<file path="config.mk">
export PLATFORM = sky130hd
export DESIGN_NAME = pmrv_top
export DESIGN_NICKNAME = d
export VERILOG_FILES = /design/src/hw/pmrv_top.v
export VERILOG_INCLUDE_DIRS = /design/src /design/src/hw
export SDC_FILE = /design/constraint.sdc
export NUM_CORES = 1
export LEC_CHECK = 0
export BUFFER_PORTS_ARGS = -buffer_cell sky130_fd_sc_hd__buf_2
export CELL_PAD_IN_SITES_DETAIL_PLACEMENT = 1
export CELL_PAD_IN_SITES_GLOBAL_PLACEMENT = 1
export CORE_ASPECT_RATIO = 0.6
export CORE_MARGIN = 5
export CORE_UTILIZATION = 36
export CTS_CLUSTER_DIAMETER = 100
export DETAILED_ROUTE_END_ITERATION = 10
export PLACE_DENSITY = 0.79
export SYNTH_ARGS = -nofsm -noshare
export SYNTH_HDL_FRONTEND = slang
export SYNTH_SLANG_ARGS = --single-unit
</file>
<file path="constraint.sdc">
create_clock -name hclk -period 3 [get_ports hclk]
set_input_delay 0.15 -clock hclk [delete_from_list [all_inputs] [get_ports hclk]]
set_output_delay 0.15 -clock hclk [all_outputs]
set_load 0.05 [all_outputs]
</file>
<file path="src/hw/pmrv_consts.vh">
// Purpose: Constants for the transceiver management register view.
// Assumes: Byte address = 4 * register index; bits [9:8] pick the view.
// Notes: View 0 is the switch port bank, views 1 and 2 the transceivers.
`ifndef PMRV_CONSTS_VH
`define PMRV_CONSTS_VH

// ************
// Address map
// ************
`define PMRV_VIEW_PORT 2'h0
`define PMRV_VIEW_XCVR1 2'h1
`define PMRV_VIEW_XCVR2 2'h2
`define PMRV_VIEW_IRQ 2'h3
`define PMRV_IDX_IDENT_HIGH 6'h02
`define PMRV_IDX_IDENT_LOW 6'h03
`define PMRV_IDX_ADVERTISE 6'h04
`define PMRV_IDX_LP_ABILITY 6'h05
`define PMRV_IDX_CABLE_DIAG 6'h1d
`define PMRV_IDX_SPECIAL 6'h1f
`define PMRV_IDX_IRQ_STATUS 6'h00
`define PMRV_IDX_IRQ_MASK 6'h01
// Port bank indices, port 1 base; port 2 adds PMRV_PORT_STRIDE
`define PMRV_PIDX_DIAG_CTRL 6'h1a
`define PMRV_PIDX_DIAG_COUNT 6'h1b
`define PMRV_PIDX_ADV 6'h1c
`define PMRV_PIDX_STATUS 6'h1e
`define PMRV_PIDX_SPECIAL 6'h1f
`define PMRV_PORT_STRIDE 6'h10

// ************
// Field positions
// ************
`define PMRV_ADV_PAUSE_BIT 10
`define PMRV_ADV_LO_BIT 5
`define PMRV_ADV_HI_BIT 8
`define PMRV_DIAG_START_BIT 15
`define PMRV_DIAG_RES_HI 14
`define PMRV_DIAG_RES_LO 13
`define PMRV_DIAG_SHORT_BIT 12
`define PMRV_DIAG_CNT_HI 8
`define PMRV_SPC_POL_BIT 5
`define PMRV_SPC_FLINK_BIT 3
`define PMRV_SPC_PSAVE_BIT 2
`define PMRV_SPC_RLOOP_BIT 1
`define PMRV_SPC_RES0_BIT 0
`define PMRV_PB_START_BIT 4
`define PMRV_PB_PAUSE_BIT 4

// ************
// Reset values
// ************
`define PMRV_ADV_PAUSE_RST 1'b1
`define PMRV_ADV_ABIL_RST 4'hf
`define PMRV_PSAVE_RST 1'b1
`define PMRV_SELECTOR 5'h01
`define PMRV_IRQ_W 4

`endif

</file>
<file path="src/hw/pmrv_top.v">
// Purpose: AHB-Lite register view of two transceivers' management words.
// Assumes: Transceiver core runs on hclk; its status inputs need no sync.
// Notes: Transceiver and switch port views share one set of flip-flops.
`timescale 1ns/10ps
`include "pmrv_consts.vh"

module pmrv_top #(
  parameter [15:0] IDENT_UPPER = 16'h5a5a, // Arbitrary value
  parameter [15:0] IDENT_LOWER = 16'ha5a5  // Arbitrary value
) (
  input wire hclk,
  input wire hresetn,
  input wire hsel,
  input wire [31:0] haddr,
  input wire [1:0] htrans,
  input wire hwrite,
  input wire [2:0] hsize,
  input wire hready,
  input wire [31:0] hwdata,
  output wire [31:0] hrdata,
  output wire hreadyout,
  output wire hresp,
  output wire irq,
  input wire [9:0] lp_ability,
  input wire [1:0] polarity_rev,
  input wire [1:0] diag_done,
  input wire [3:0] diag_result,
  input wire [1:0] diag_near_short,
  input wire [17:0] diag_count,
  output wire [1:0] adv_pause,
  output wire [7:0] adv_ability,
  output wire [1:0] diag_start,
  output wire [1:0] power_save_dis,
  output wire [1:0] remote_loopback,
  output wire [1:0] force_link
);

  // ************
  // Bus front end
  // ************
  reg [31:0] hrdata_reg;
  reg hreadyout_reg;
  reg hresp_reg;
  reg wr_pend_reg;
  reg [9:0] wr_addr_reg;
  reg [31:0] rd_word;
  wire addr_phase;
  wire rd_take;
  wire wr_take;
  wire [1:0] rd_view;
  wire [5:0] rd_idx;
  wire [1:0] wr_view;
  wire [5:0] wr_idx;

  assign addr_phase = hsel & hready & htrans[1];
  assign rd_take = addr_phase & ~hwrite;
  assign wr_take = addr_phase & hwrite;
  assign rd_view = haddr[9:8];
  assign rd_idx = haddr[7:2];
  assign wr_view = wr_addr_reg[9:8];
  assign wr_idx = wr_addr_reg[7:2];

  // Answer is always in the first data cycle; no wait states
  always @(posedge hclk or negedge hresetn) begin
    if (!hresetn) begin
      hreadyout_reg <= 1'b0;
      hresp_reg <= 1'b0;
      wr_pend_reg <= 1'b0;
      wr_addr_reg <= 10'h000;
      hrdata_reg <= 32'h00000000;
    end else begin
      hreadyout_reg <= 1'b1;
      // Always OKAY; kept in a flop so every output is registered
      hresp_reg <= 1'b0;
      wr_pend_reg <= wr_take;
      if (wr_take) begin
        wr_addr_reg <= haddr[9:0];
      end
      // Loaded at the address edge: a read whose address phase overlaps a write's data phase sees the old word
      if (rd_take) begin
        hrdata_reg <= rd_word;
      end
    end
  end

  assign hrdata = hrdata_reg;
  assign hreadyout = hreadyout_reg;
  assign hresp = hresp_reg;

  // Port bank index of a field for port p (0 or 1)
  function [5:0] pidx;
    input [5:0] base;
    input integer p;
    begin
      pidx = (p == 0) ? base : base + `PMRV_PORT_STRIDE;
    end
  endfunction

  // Match of a view and an index; shared by read and write decode
  function reg_hit;
    input [1:0] av;
    input [5:0] ai;
    input [1:0] view;
    input [5:0] idx;
    begin
      reg_hit = (av == view) & (ai == idx);
    end
  endfunction

  // ************
  // Per-port storage
  // ************
  reg [`PMRV_IRQ_W-1:0] irq_set;
  wire [31:0] xcvr_adv [0:1];
  wire [31:0] xcvr_lp [0:1];
  wire [31:0] xcvr_diag [0:1];
  wire [31:0] xcvr_spc [0:1];
  wire [7:0] pb_diag_ctrl [0:1];
  wire [7:0] pb_diag_cnt [0:1];
  wire [7:0] pb_adv [0:1];
  wire [7:0] pb_status [0:1];
  wire [7:0] pb_spc [0:1];
  wire [1:0] ev_done;
  wire [1:0] ev_pol;

  genvar p;
  generate
    for (p = 0; p < 2; p = p + 1) begin : port
      reg adv_pause_reg;
      reg [3:0] adv_abil_reg;
      reg run_reg;
      reg [1:0] result_reg;
      reg short_reg;
      reg [8:0] count_reg;
      reg flink_reg;
      reg psave_reg;
      reg rloop_reg;
      reg res0_reg;
      reg pol_prev_reg;
      wire [1:0] own_view;
      wire adv_wr;
      wire pb_adv_wr;
      wire spc_wr;
      wire diag_wr;
      wire pb_ctrl_wr;
      wire start_req;
      wire diag_cap;

      // ************
      // Write strobes
      // ************
      assign own_view = (p == 0) ? `PMRV_VIEW_XCVR1 : `PMRV_VIEW_XCVR2;
      // Either view writes the same flops, but only the transceiver view writes res0_reg
      assign adv_wr = wr_pend_reg & reg_hit(wr_view, wr_idx, own_view, `PMRV_IDX_ADVERTISE);
      assign pb_adv_wr = wr_pend_reg &
                         reg_hit(wr_view, wr_idx, `PMRV_VIEW_PORT, pidx(`PMRV_PIDX_ADV, p));
      assign spc_wr = wr_pend_reg & reg_hit(wr_view, wr_idx, own_view, `PMRV_IDX_SPECIAL);
      assign diag_wr = wr_pend_reg & reg_hit(wr_view, wr_idx, own_view, `PMRV_IDX_CABLE_DIAG);
      assign pb_ctrl_wr = wr_pend_reg &
                          reg_hit(wr_view, wr_idx, `PMRV_VIEW_PORT, pidx(`PMRV_PIDX_DIAG_CTRL, p));
      // Writing 0 to the start bit never aborts a running test
      assign start_req = (diag_wr & hwdata[`PMRV_DIAG_START_BIT]) |
                         (pb_ctrl_wr & hwdata[`PMRV_PB_START_BIT]);
      // A finish pulse without a running test is dropped
      assign diag_cap = diag_done[p] & run_reg;

      // ************
      // Control and diagnostic flops
      // ************
      always @(posedge hclk or negedge hresetn) begin
        if (!hresetn) begin
          adv_pause_reg <= `PMRV_ADV_PAUSE_RST;
          adv_abil_reg <= `PMRV_ADV_ABIL_RST;
          run_reg <= 1'b0;
          result_reg <= 2'h0;
          short_reg <= 1'b0;
          count_reg <= 9'h000;
          flink_reg <= 1'b0;
          psave_reg <= `PMRV_PSAVE_RST;
          rloop_reg <= 1'b0;
          res0_reg <= 1'b0;
          pol_prev_reg <= 1'b0;
        end else begin
          pol_prev_reg <= polarity_rev[p];
          if (adv_wr) begin
            adv_pause_reg <= hwdata[`PMRV_ADV_PAUSE_BIT];
            adv_abil_reg <= hwdata[`PMRV_ADV_HI_BIT:`PMRV_ADV_LO_BIT];
          end else if (pb_adv_wr) begin
            adv_pause_reg <= hwdata[`PMRV_PB_PAUSE_BIT];
            adv_abil_reg <= hwdata[3:0];
          end
          if (spc_wr) begin
            flink_reg <= hwdata[`PMRV_SPC_FLINK_BIT];
            psave_reg <= hwdata[`PMRV_SPC_PSAVE_BIT];
            rloop_reg <= hwdata[`PMRV_SPC_RLOOP_BIT];
            res0_reg <= hwdata[`PMRV_SPC_RES0_BIT];
          end else if (pb_ctrl_wr) begin
            flink_reg <= hwdata[3];
            psave_reg <= hwdata[2];
            rloop_reg <= hwdata[1];
          end
          // Finish ends the run; a start while running is ignored
          if (diag_cap) begin
            run_reg <= 1'b0;
            result_reg <= diag_result[2*p+1:2*p];
            short_reg <= diag_near_short[p];
            count_reg <= diag_count[9*p+8:9*p];
          end else if (start_req) begin
            run_reg <= 1'b1;
          end
        end
      end

      assign ev_done[p] = diag_cap;
      assign ev_pol[p] = polarity_rev[p] ^ pol_prev_reg;

      assign adv_pause[p] = adv_pause_reg;
      assign adv_ability[4*p+3:4*p] = adv_abil_reg;
      assign diag_start[p] = run_reg;
      assign power_save_dis[p] = psave_reg;
      assign remote_loopback[p] = rloop_reg;
      assign force_link[p] = flink_reg;

      // Transceiver view words; unlisted bits stay 0
      assign xcvr_adv[p] = {21'h0, adv_pause_reg, 1'b0, adv_abil_reg, `PMRV_SELECTOR};
      assign xcvr_lp[p] = {21'h0, lp_ability[5*p+4], 1'b0, lp_ability[5*p+3:5*p], 5'h00};
      assign xcvr_diag[p] = {16'h0000, run_reg, result_reg, short_reg, 3'h0, count_reg};
      assign xcvr_spc[p] = {26'h0, polarity_rev[p], 1'b0, flink_reg, psave_reg, rloop_reg,
                            res0_reg};
      // Switch port view bytes
      assign pb_diag_ctrl[p] = {short_reg, result_reg, run_reg, flink_reg, psave_reg, rloop_reg,
                                count_reg[`PMRV_DIAG_CNT_HI]};
      assign pb_diag_cnt[p] = count_reg[7:0];
      assign pb_adv[p] = {3'h0, adv_pause_reg, adv_abil_reg};
      assign pb_status[p] = {3'h0, lp_ability[5*p+4:5*p]};
      assign pb_spc[p] = {2'h0, polarity_rev[p], 5'h00};
    end
  endgenerate

  // ************
  // Interrupts
  // ************
  reg [`PMRV_IRQ_W-1:0] irq_stat_reg;
  reg [`PMRV_IRQ_W-1:0] irq_stat_next;
  reg [`PMRV_IRQ_W-1:0] irq_mask_reg;
  reg [`PMRV_IRQ_W-1:0] irq_mask_next;
  reg irq_reg;
  wire stat_rd;
  wire mask_wr;

  assign stat_rd = rd_take & reg_hit(rd_view, rd_idx, `PMRV_VIEW_IRQ, `PMRV_IDX_IRQ_STATUS);
  assign mask_wr = wr_pend_reg & reg_hit(wr_view, wr_idx, `PMRV_VIEW_IRQ, `PMRV_IDX_IRQ_MASK);

  always @* begin
    irq_set = {ev_pol, ev_done};
    // A new event beats the read that clears
    irq_stat_next = (irq_stat_reg & {`PMRV_IRQ_W{~stat_rd}}) | irq_set;
    // New mask acts on irq at the edge that stores it, so no stale cycle
    irq_mask_next = irq_mask_reg;
    if (mask_wr) begin
      irq_mask_next = hwdata[`PMRV_IRQ_W-1:0];
    end
  end

  always @(posedge hclk or negedge hresetn) begin
    if (!hresetn) begin
      irq_stat_reg <= {`PMRV_IRQ_W{1'b0}};
      irq_mask_reg <= {`PMRV_IRQ_W{1'b0}};
      irq_reg <= 1'b0;
    end else begin
      irq_stat_reg <= irq_stat_next;
      irq_mask_reg <= irq_mask_next;
      irq_reg <= |(irq_stat_next & irq_mask_next);
    end
  end

  assign irq = irq_reg;

  // ************
  // Read decode
  // ************
  integer q;
  always @* begin
    rd_word = 32'h00000000;
    case (rd_view)
      `PMRV_VIEW_XCVR1, `PMRV_VIEW_XCVR2: begin
        q = (rd_view == `PMRV_VIEW_XCVR1) ? 0 : 1;
        case (rd_idx)
          `PMRV_IDX_IDENT_HIGH: rd_word = {16'h0000, IDENT_UPPER};
          `PMRV_IDX_IDENT_LOW: rd_word = {16'h0000, IDENT_LOWER};
          `PMRV_IDX_ADVERTISE: rd_word = xcvr_adv[q];
          `PMRV_IDX_LP_ABILITY: rd_word = xcvr_lp[q];
          `PMRV_IDX_CABLE_DIAG: rd_word = xcvr_diag[q];
          `PMRV_IDX_SPECIAL: rd_word = xcvr_spc[q];
          default: rd_word = 32'h00000000;
        endcase
      end
      `PMRV_VIEW_PORT: begin
        q = (rd_idx >= pidx(`PMRV_PIDX_DIAG_CTRL, 1)) ? 1 : 0;
        if (rd_idx == pidx(`PMRV_PIDX_DIAG_CTRL, q)) begin
          rd_word = {24'h000000, pb_diag_ctrl[q]};
        end else if (rd_idx == pidx(`PMRV_PIDX_DIAG_COUNT, q)) begin
          rd_word = {24'h000000, pb_diag_cnt[q]};
        end else if (rd_idx == pidx(`PMRV_PIDX_ADV, q)) begin
          rd_word = {24'h000000, pb_adv[q]};
        end else if (rd_idx == pidx(`PMRV_PIDX_STATUS, q)) begin
          rd_word = {24'h000000, pb_status[q]};
        end else if (rd_idx == pidx(`PMRV_PIDX_SPECIAL, q)) begin
          rd_word = {24'h000000, pb_spc[q]};
        end
      end
      `PMRV_VIEW_IRQ: begin
        q = 0;
        if (rd_idx == `PMRV_IDX_IRQ_STATUS) begin
          rd_word = {28'h0000000, irq_stat_reg};
        end else if (rd_idx == `PMRV_IDX_IRQ_MASK) begin
          rd_word = {28'h0000000, irq_mask_reg};
        end
      end
      default: q = 0;
    endcase
  end

endmodule

</file>
; ---- Word level (Yosys, flattened, before mapping)
; Index checks and enable logic that the tools add are counted.
[word_totals]
register_bits = 99
[op_classes]
n_eq_ne = 26
n_mux = 68
n_reduce_logical = 12
n_lt_le_gt_ge = 3
n_bitwise = 45
[op_table]
columns = op, n
row1 = two-way mux 32 bit, 8
row2 = one-hot mux 32 bit (6 select lines), 1
row3 = two-way mux 8 bit, 17
row4 = one-hot mux 32 bit (3 select lines), 1
row5 = "greater-or-equal comparator 32 x 2 -> 1 bit, second input constant", 2
row6 = NOT 1 -> 32 bit, 2
row7 = two-way mux 6 bit, 7
row8 = "equality test 6 x 5 -> 1 bit, second input constant", 6
row9 = AND 1 bit, 34
row10 = zero test 32 bit, 1
row11 = equality test 6 bit, 5
row12 = two-way mux 4 bit, 7
row13 = two-way mux 1 bit, 22
row14 = two-way mux 11 bit, 2
row15 = "equality test 6 x 3 -> 1 bit, second input constant", 3
row16 = two-way mux 16 bit, 1
row17 = "equality test 6 x 1 -> 1 bit, second input constant", 2
row18 = "equality test 6 x 2 -> 1 bit, second input constant", 2
row19 = "equality test 6 bit, second input constant", 2
row20 = nonzero test 2 bit, 6
row21 = two-way mux 5 bit, 2
row22 = AND 4 bit, 2
row23 = "equality test 2 bit, second input constant", 4
row24 = "greater-or-equal comparator 6 bit, second input constant", 1
row25 = other kinds (9), 14

; ---- Logic depth before layout (Yosys ltp)
[logic_depth]
ltp_word = 12
depth_mapped = 9
depth_no_buf = 8

; ---- Worst setup path before layout
; Ideal clock, no wire load.
[synth_timing]
kind = register to register
from = register wr_addr_reg[5]
to = register irq_reg, in the netlist irq
setup_time_ps = 126
setup_slack_ps = 1016
path_buffers = 0
arrival_ps = 1858
t_required_ps = 2874
synth_period_minus_slack_ps = 1984
stages_incl_launch_ff = 7
cell_sequence = dfrtp_1 > nor4b_1 > nand2_1 > nor2_1 > mux2_2 > a22o_1 > a221o_1
[synth_via]
elab_chain_cells = 6
[synth_lines]
columns = element, line_no
row1 = "start, declared", pmrv_top.v:45  ; reg [9:0] wr_addr_reg;
row2 = "start signal, assigned", pmrv_top.v:77  ; wr_addr_reg <= haddr[9:0];
row3 = equality test 6 x 1 -> 1 bit, pmrv_top.v:106  ; reg_hit = (av == view) & (ai == idx);
row4 = AND 1 bit, pmrv_top.v:106
row5 = AND 1 bit, pmrv_top.v:252  ; assign mask_wr = wr_pend_reg & reg_hit(wr_view, wr_idx, `PMRV_VIEW_IRQ, `PMRV_IDX_IRQ_MASK);
row6 = two-way mux 4 bit, pmrv_top.v:260  ; if (mask_wr) begin
row7 = net irq_mask_next[2], pmrv_top.v:246  ; reg [`PMRV_IRQ_W-1:0] irq_mask_next;
row8 = AND 4 bit, pmrv_top.v:273  ; irq_reg <= |(irq_stat_next & irq_mask_next);
row9 = OR reduction 4 bit, pmrv_top.v:273
row10 = "end signal, assigned", pmrv_top.v:273
row11 = "end, declared", pmrv_top.v:247  ; reg irq_reg;
; The timed path passes the listed nets, and every way through them passes these cells.
; A chain may end at the register's enable or synchronous reset.

; ---- Worst setup path after layout
; Ends and elaborated chain as after synthesis.

==> reports/metrics.csv <==
stage;metric;value;unit
place;HPWL after detailed placement;12.0;mm
synth;Mapped Area;4690;sq um
synth;yosys warns;0;
sta;slew margin rel.;0.310;
synth;sequential-to-total area share from yosys stat;0.430;
sta;final hold vios;8;
setup_path;Reg2Reg Setup Slack;0.67;ns
setup_path;CP required;3.22;ns
place;IO buf count;98;
global_route;gr usage total;0.204;
route;drt wl/cell;21.9;um
route;Residual DRC;0;
clocking;TritonCTS buffer count;9;
clocking;Setup Buffers After CTS;0;
route;drt total wl;15.7;mm
sta;crit share post-route;0.777;
route;First-pass DRT Iterations;4;
floorplanning;number of I/O pins;165;
global_route;grt total ovfl;0;
setup_path;CP Max Fanout;5;
sta;final setup fails;0;
setup_path;crit path launch type;flip-flop;
sta;setup TNS;0;ns
floorplanning;Die Y;98.4;um
clocking;# clock sinks;80;
power;Power Density;562;nW/um^2
global_route;largest net degree at the start of global routing;81;
sta;RSZ-0062 raised after global routing;no;
synth;#FFs+latches synth;80;
setup_path;Critical Setup Path Class;reg -> reg;
setup_path;Crit. End Element;flip-flop;
clocking;Worst-path clk slew;0.06;ns
synth;Unique masters post-synth;61;
power;VDD IR-drop max;252;uV
clocking;latest clock arrival within the worst-skew pair;0.35;ns
sta;final worst slack;0.668;ns
global_route;first-pass GRT wire length;24.3;mm
run_status;status;finished, violations left;
sta;Slew Viols, Final;0;
setup_path;worst reg2reg path startpoint;wr_addr_reg[5];
hold_path;hold crit path type;in -> async;
route;Detail Route Antenna Nets;0;
route;vias per cell;5.71;
sta;Peak Freq;429;MHz
synth;Mapped Avg Cell Area;10.1;sq um
global_route;initial antenna violation count;0;
synth;EDFF count, synth;0;
run_status;violated checks;negative hold slack;
synth;Post-synth ARST share;1.00;
synth;Synth Flop Type;dfrtp_1;
flow_run;max_cap viols;0;
sta;WHS;-0.0134;ns
sta;clock skew;0.00831;ns
sta;min Tclk post-route;2.33;ns
clocking;Root Buffer;clkbuf_16;
clocking;quantity of gates resized following cts;0;
setup_path;Worst R2R Path Depth;6;
clocking;Clock Tree Buf Depth;2;
floorplanning;Initial Util;0.366;
synth;Synth top area share;0.363;
place;setup slack at placement;0.669;ns
synth;cells after synthesis;463;
setup_path;start point of the critical path;wr_addr_reg[5];
clocking;CTS H-tree lvls;3;
floorplanning;Rows;32;
clocking;hold_buf cts;1;
layout;layout cells sized above 1;0.339;
floorplanning;Die ar.;15500;sq um
sta;worst-margin pin slew;1.03;ns
layout;synthesis-to-finish area growth;17.0;%
floorplanning;Core ar.;12800;sq um
clocking;TritonCTS clock tree;built;
synth;Yosys top cell by area;dfrtp_1;
layout;max reg flops;18;
setup_path;Worst EP arrival;2.56;ns
global_route;vias in the first global route;4247;
layout;post-layout net count;656;
power;Leak Pwr;2.55;nW
setup_path;Worst R2R End;irq;
floorplanning;die width;157;um
route;total vias in the final route;4096;
route;Initial DRC Count;233;
synth;Synth area leaders;dfrtp_1 (36%), mux2_2 (11%), mux2i_1 (7.5%), dfstp_2 (6.7%), nand2_1 (5.0%);
place;GPL Wtd Cong;0.905;
power by group:
part / internal [mW] / switching, mW / leakage [nW]
clock: 0.771 / 0.450 / 0.155
sequential: 1.19 / 0.109 / 1.03
combinational: 0.190 / 0.369 / 1.36
total: 2.15 / 0.927 / 2.55
placed cells by master (no fill, tap or decap), drive strengths merged, types with 12 or more instances in the layout:
cell     n
dfrtp   68
dfstp   12
o22ai   12
o21ai   26
conb    18
mux2    47
a21oi   14
mux2i   35
nand2   63
nor2    26
buf    101
worst max-delay path: stages, from the launching register on:
cell,delay (ns)
dfrtp_1,0.43
nor4b_1,0.32
nand2_1,0.17
nor2_1,0.41
mux2_2,0.41
a22o_1,0.21
a221o_1,0.27
per-layer routing:
| metal | share of wire | global-route usage | up-vias |
|---|---|---|---|
| li1 | - | - | 1806 |
| met1 | 0.48 | 0.295 | 2111 |
| met2 | 0.43 | 0.300 | 163 |
| met3 | 0.079 | 0.0616 | 16 |
| met4 | 0.010 | 0.0443 | 0 |
| met5 | 0 | 0 | - |
worst max path at each step:
stage / end / slack, ns / cells past startpoint
6_report: irq / 0.67 / 6
5_1_grt: irq / 0.54 / 6
4_1_cts: irq / 0.65 / 6
3_5_place_dp: irq / 0.67 / 6
3_3_place_gp: irq / 0.78 / 6
2_1_floorplan: irq / 1.02 / 6
synth_stat cells (6+ instances only):
library cell / instances
dfrtp_1: 68
nand2_1: 63
mux2_2: 47
mux2i_1: 35
buf_4: 28
nor2_1: 25
o21ai_0: 24
a21oi_1: 14
clkbuf_1: 12
dfstp_2: 12
o22ai_1: 12
a221oi_1: 11
nand3_1: 8
o31ai_1: 8
a22oi_1: 6
buf_2: 6
logic make-up after synthesis:
| group | synth area share |
|---|---|
| adders and majority gates | 0.00801 |
| other | 0.00160 |
| xor gates and xnor gates | 0.00747 |
| DFF | 0.430 |
| muxes | 0.188 |
| AOI/OAI and AO/OA | 0.145 |
| buffers and inverters | 0.0787 |
| and+or+nand+nor | 0.142 |
cell type report:
type,count,area [sq um]
tap,170,213
sequential,80,2020
clock buffer,11,253
antenna,1,2.50
fill,1479,7330
timing repair buffer,103,536
clock inverter,5,78.8
multi-input combinational,341,2360
inverter,6,22.5
metrics by stage:
| step | util | cells | total power, mW | hold WS, ns | cell area, sq um |
|---|---|---|---|---|---|
| CTS | 0.427 | 715 | 3.09 | 0.000540 | 5470 |
| global placement | 0.400 | 698 | 1.84 | 0.356 | 5130 |
| detailed placement | 0.400 | 698 | 1.87 | 0.360 | 5130 |
| floorplan | - | 479 | 1.70 | -0.146 | 4750 |
| finish | 0.428 | 717 | 3.08 | -0.0134 | 5480 |
| global route | 0.428 | 716 | 3.20 | 0.0266 | 5480 |
No activity file was read; power rests on OpenSTA's default activity.
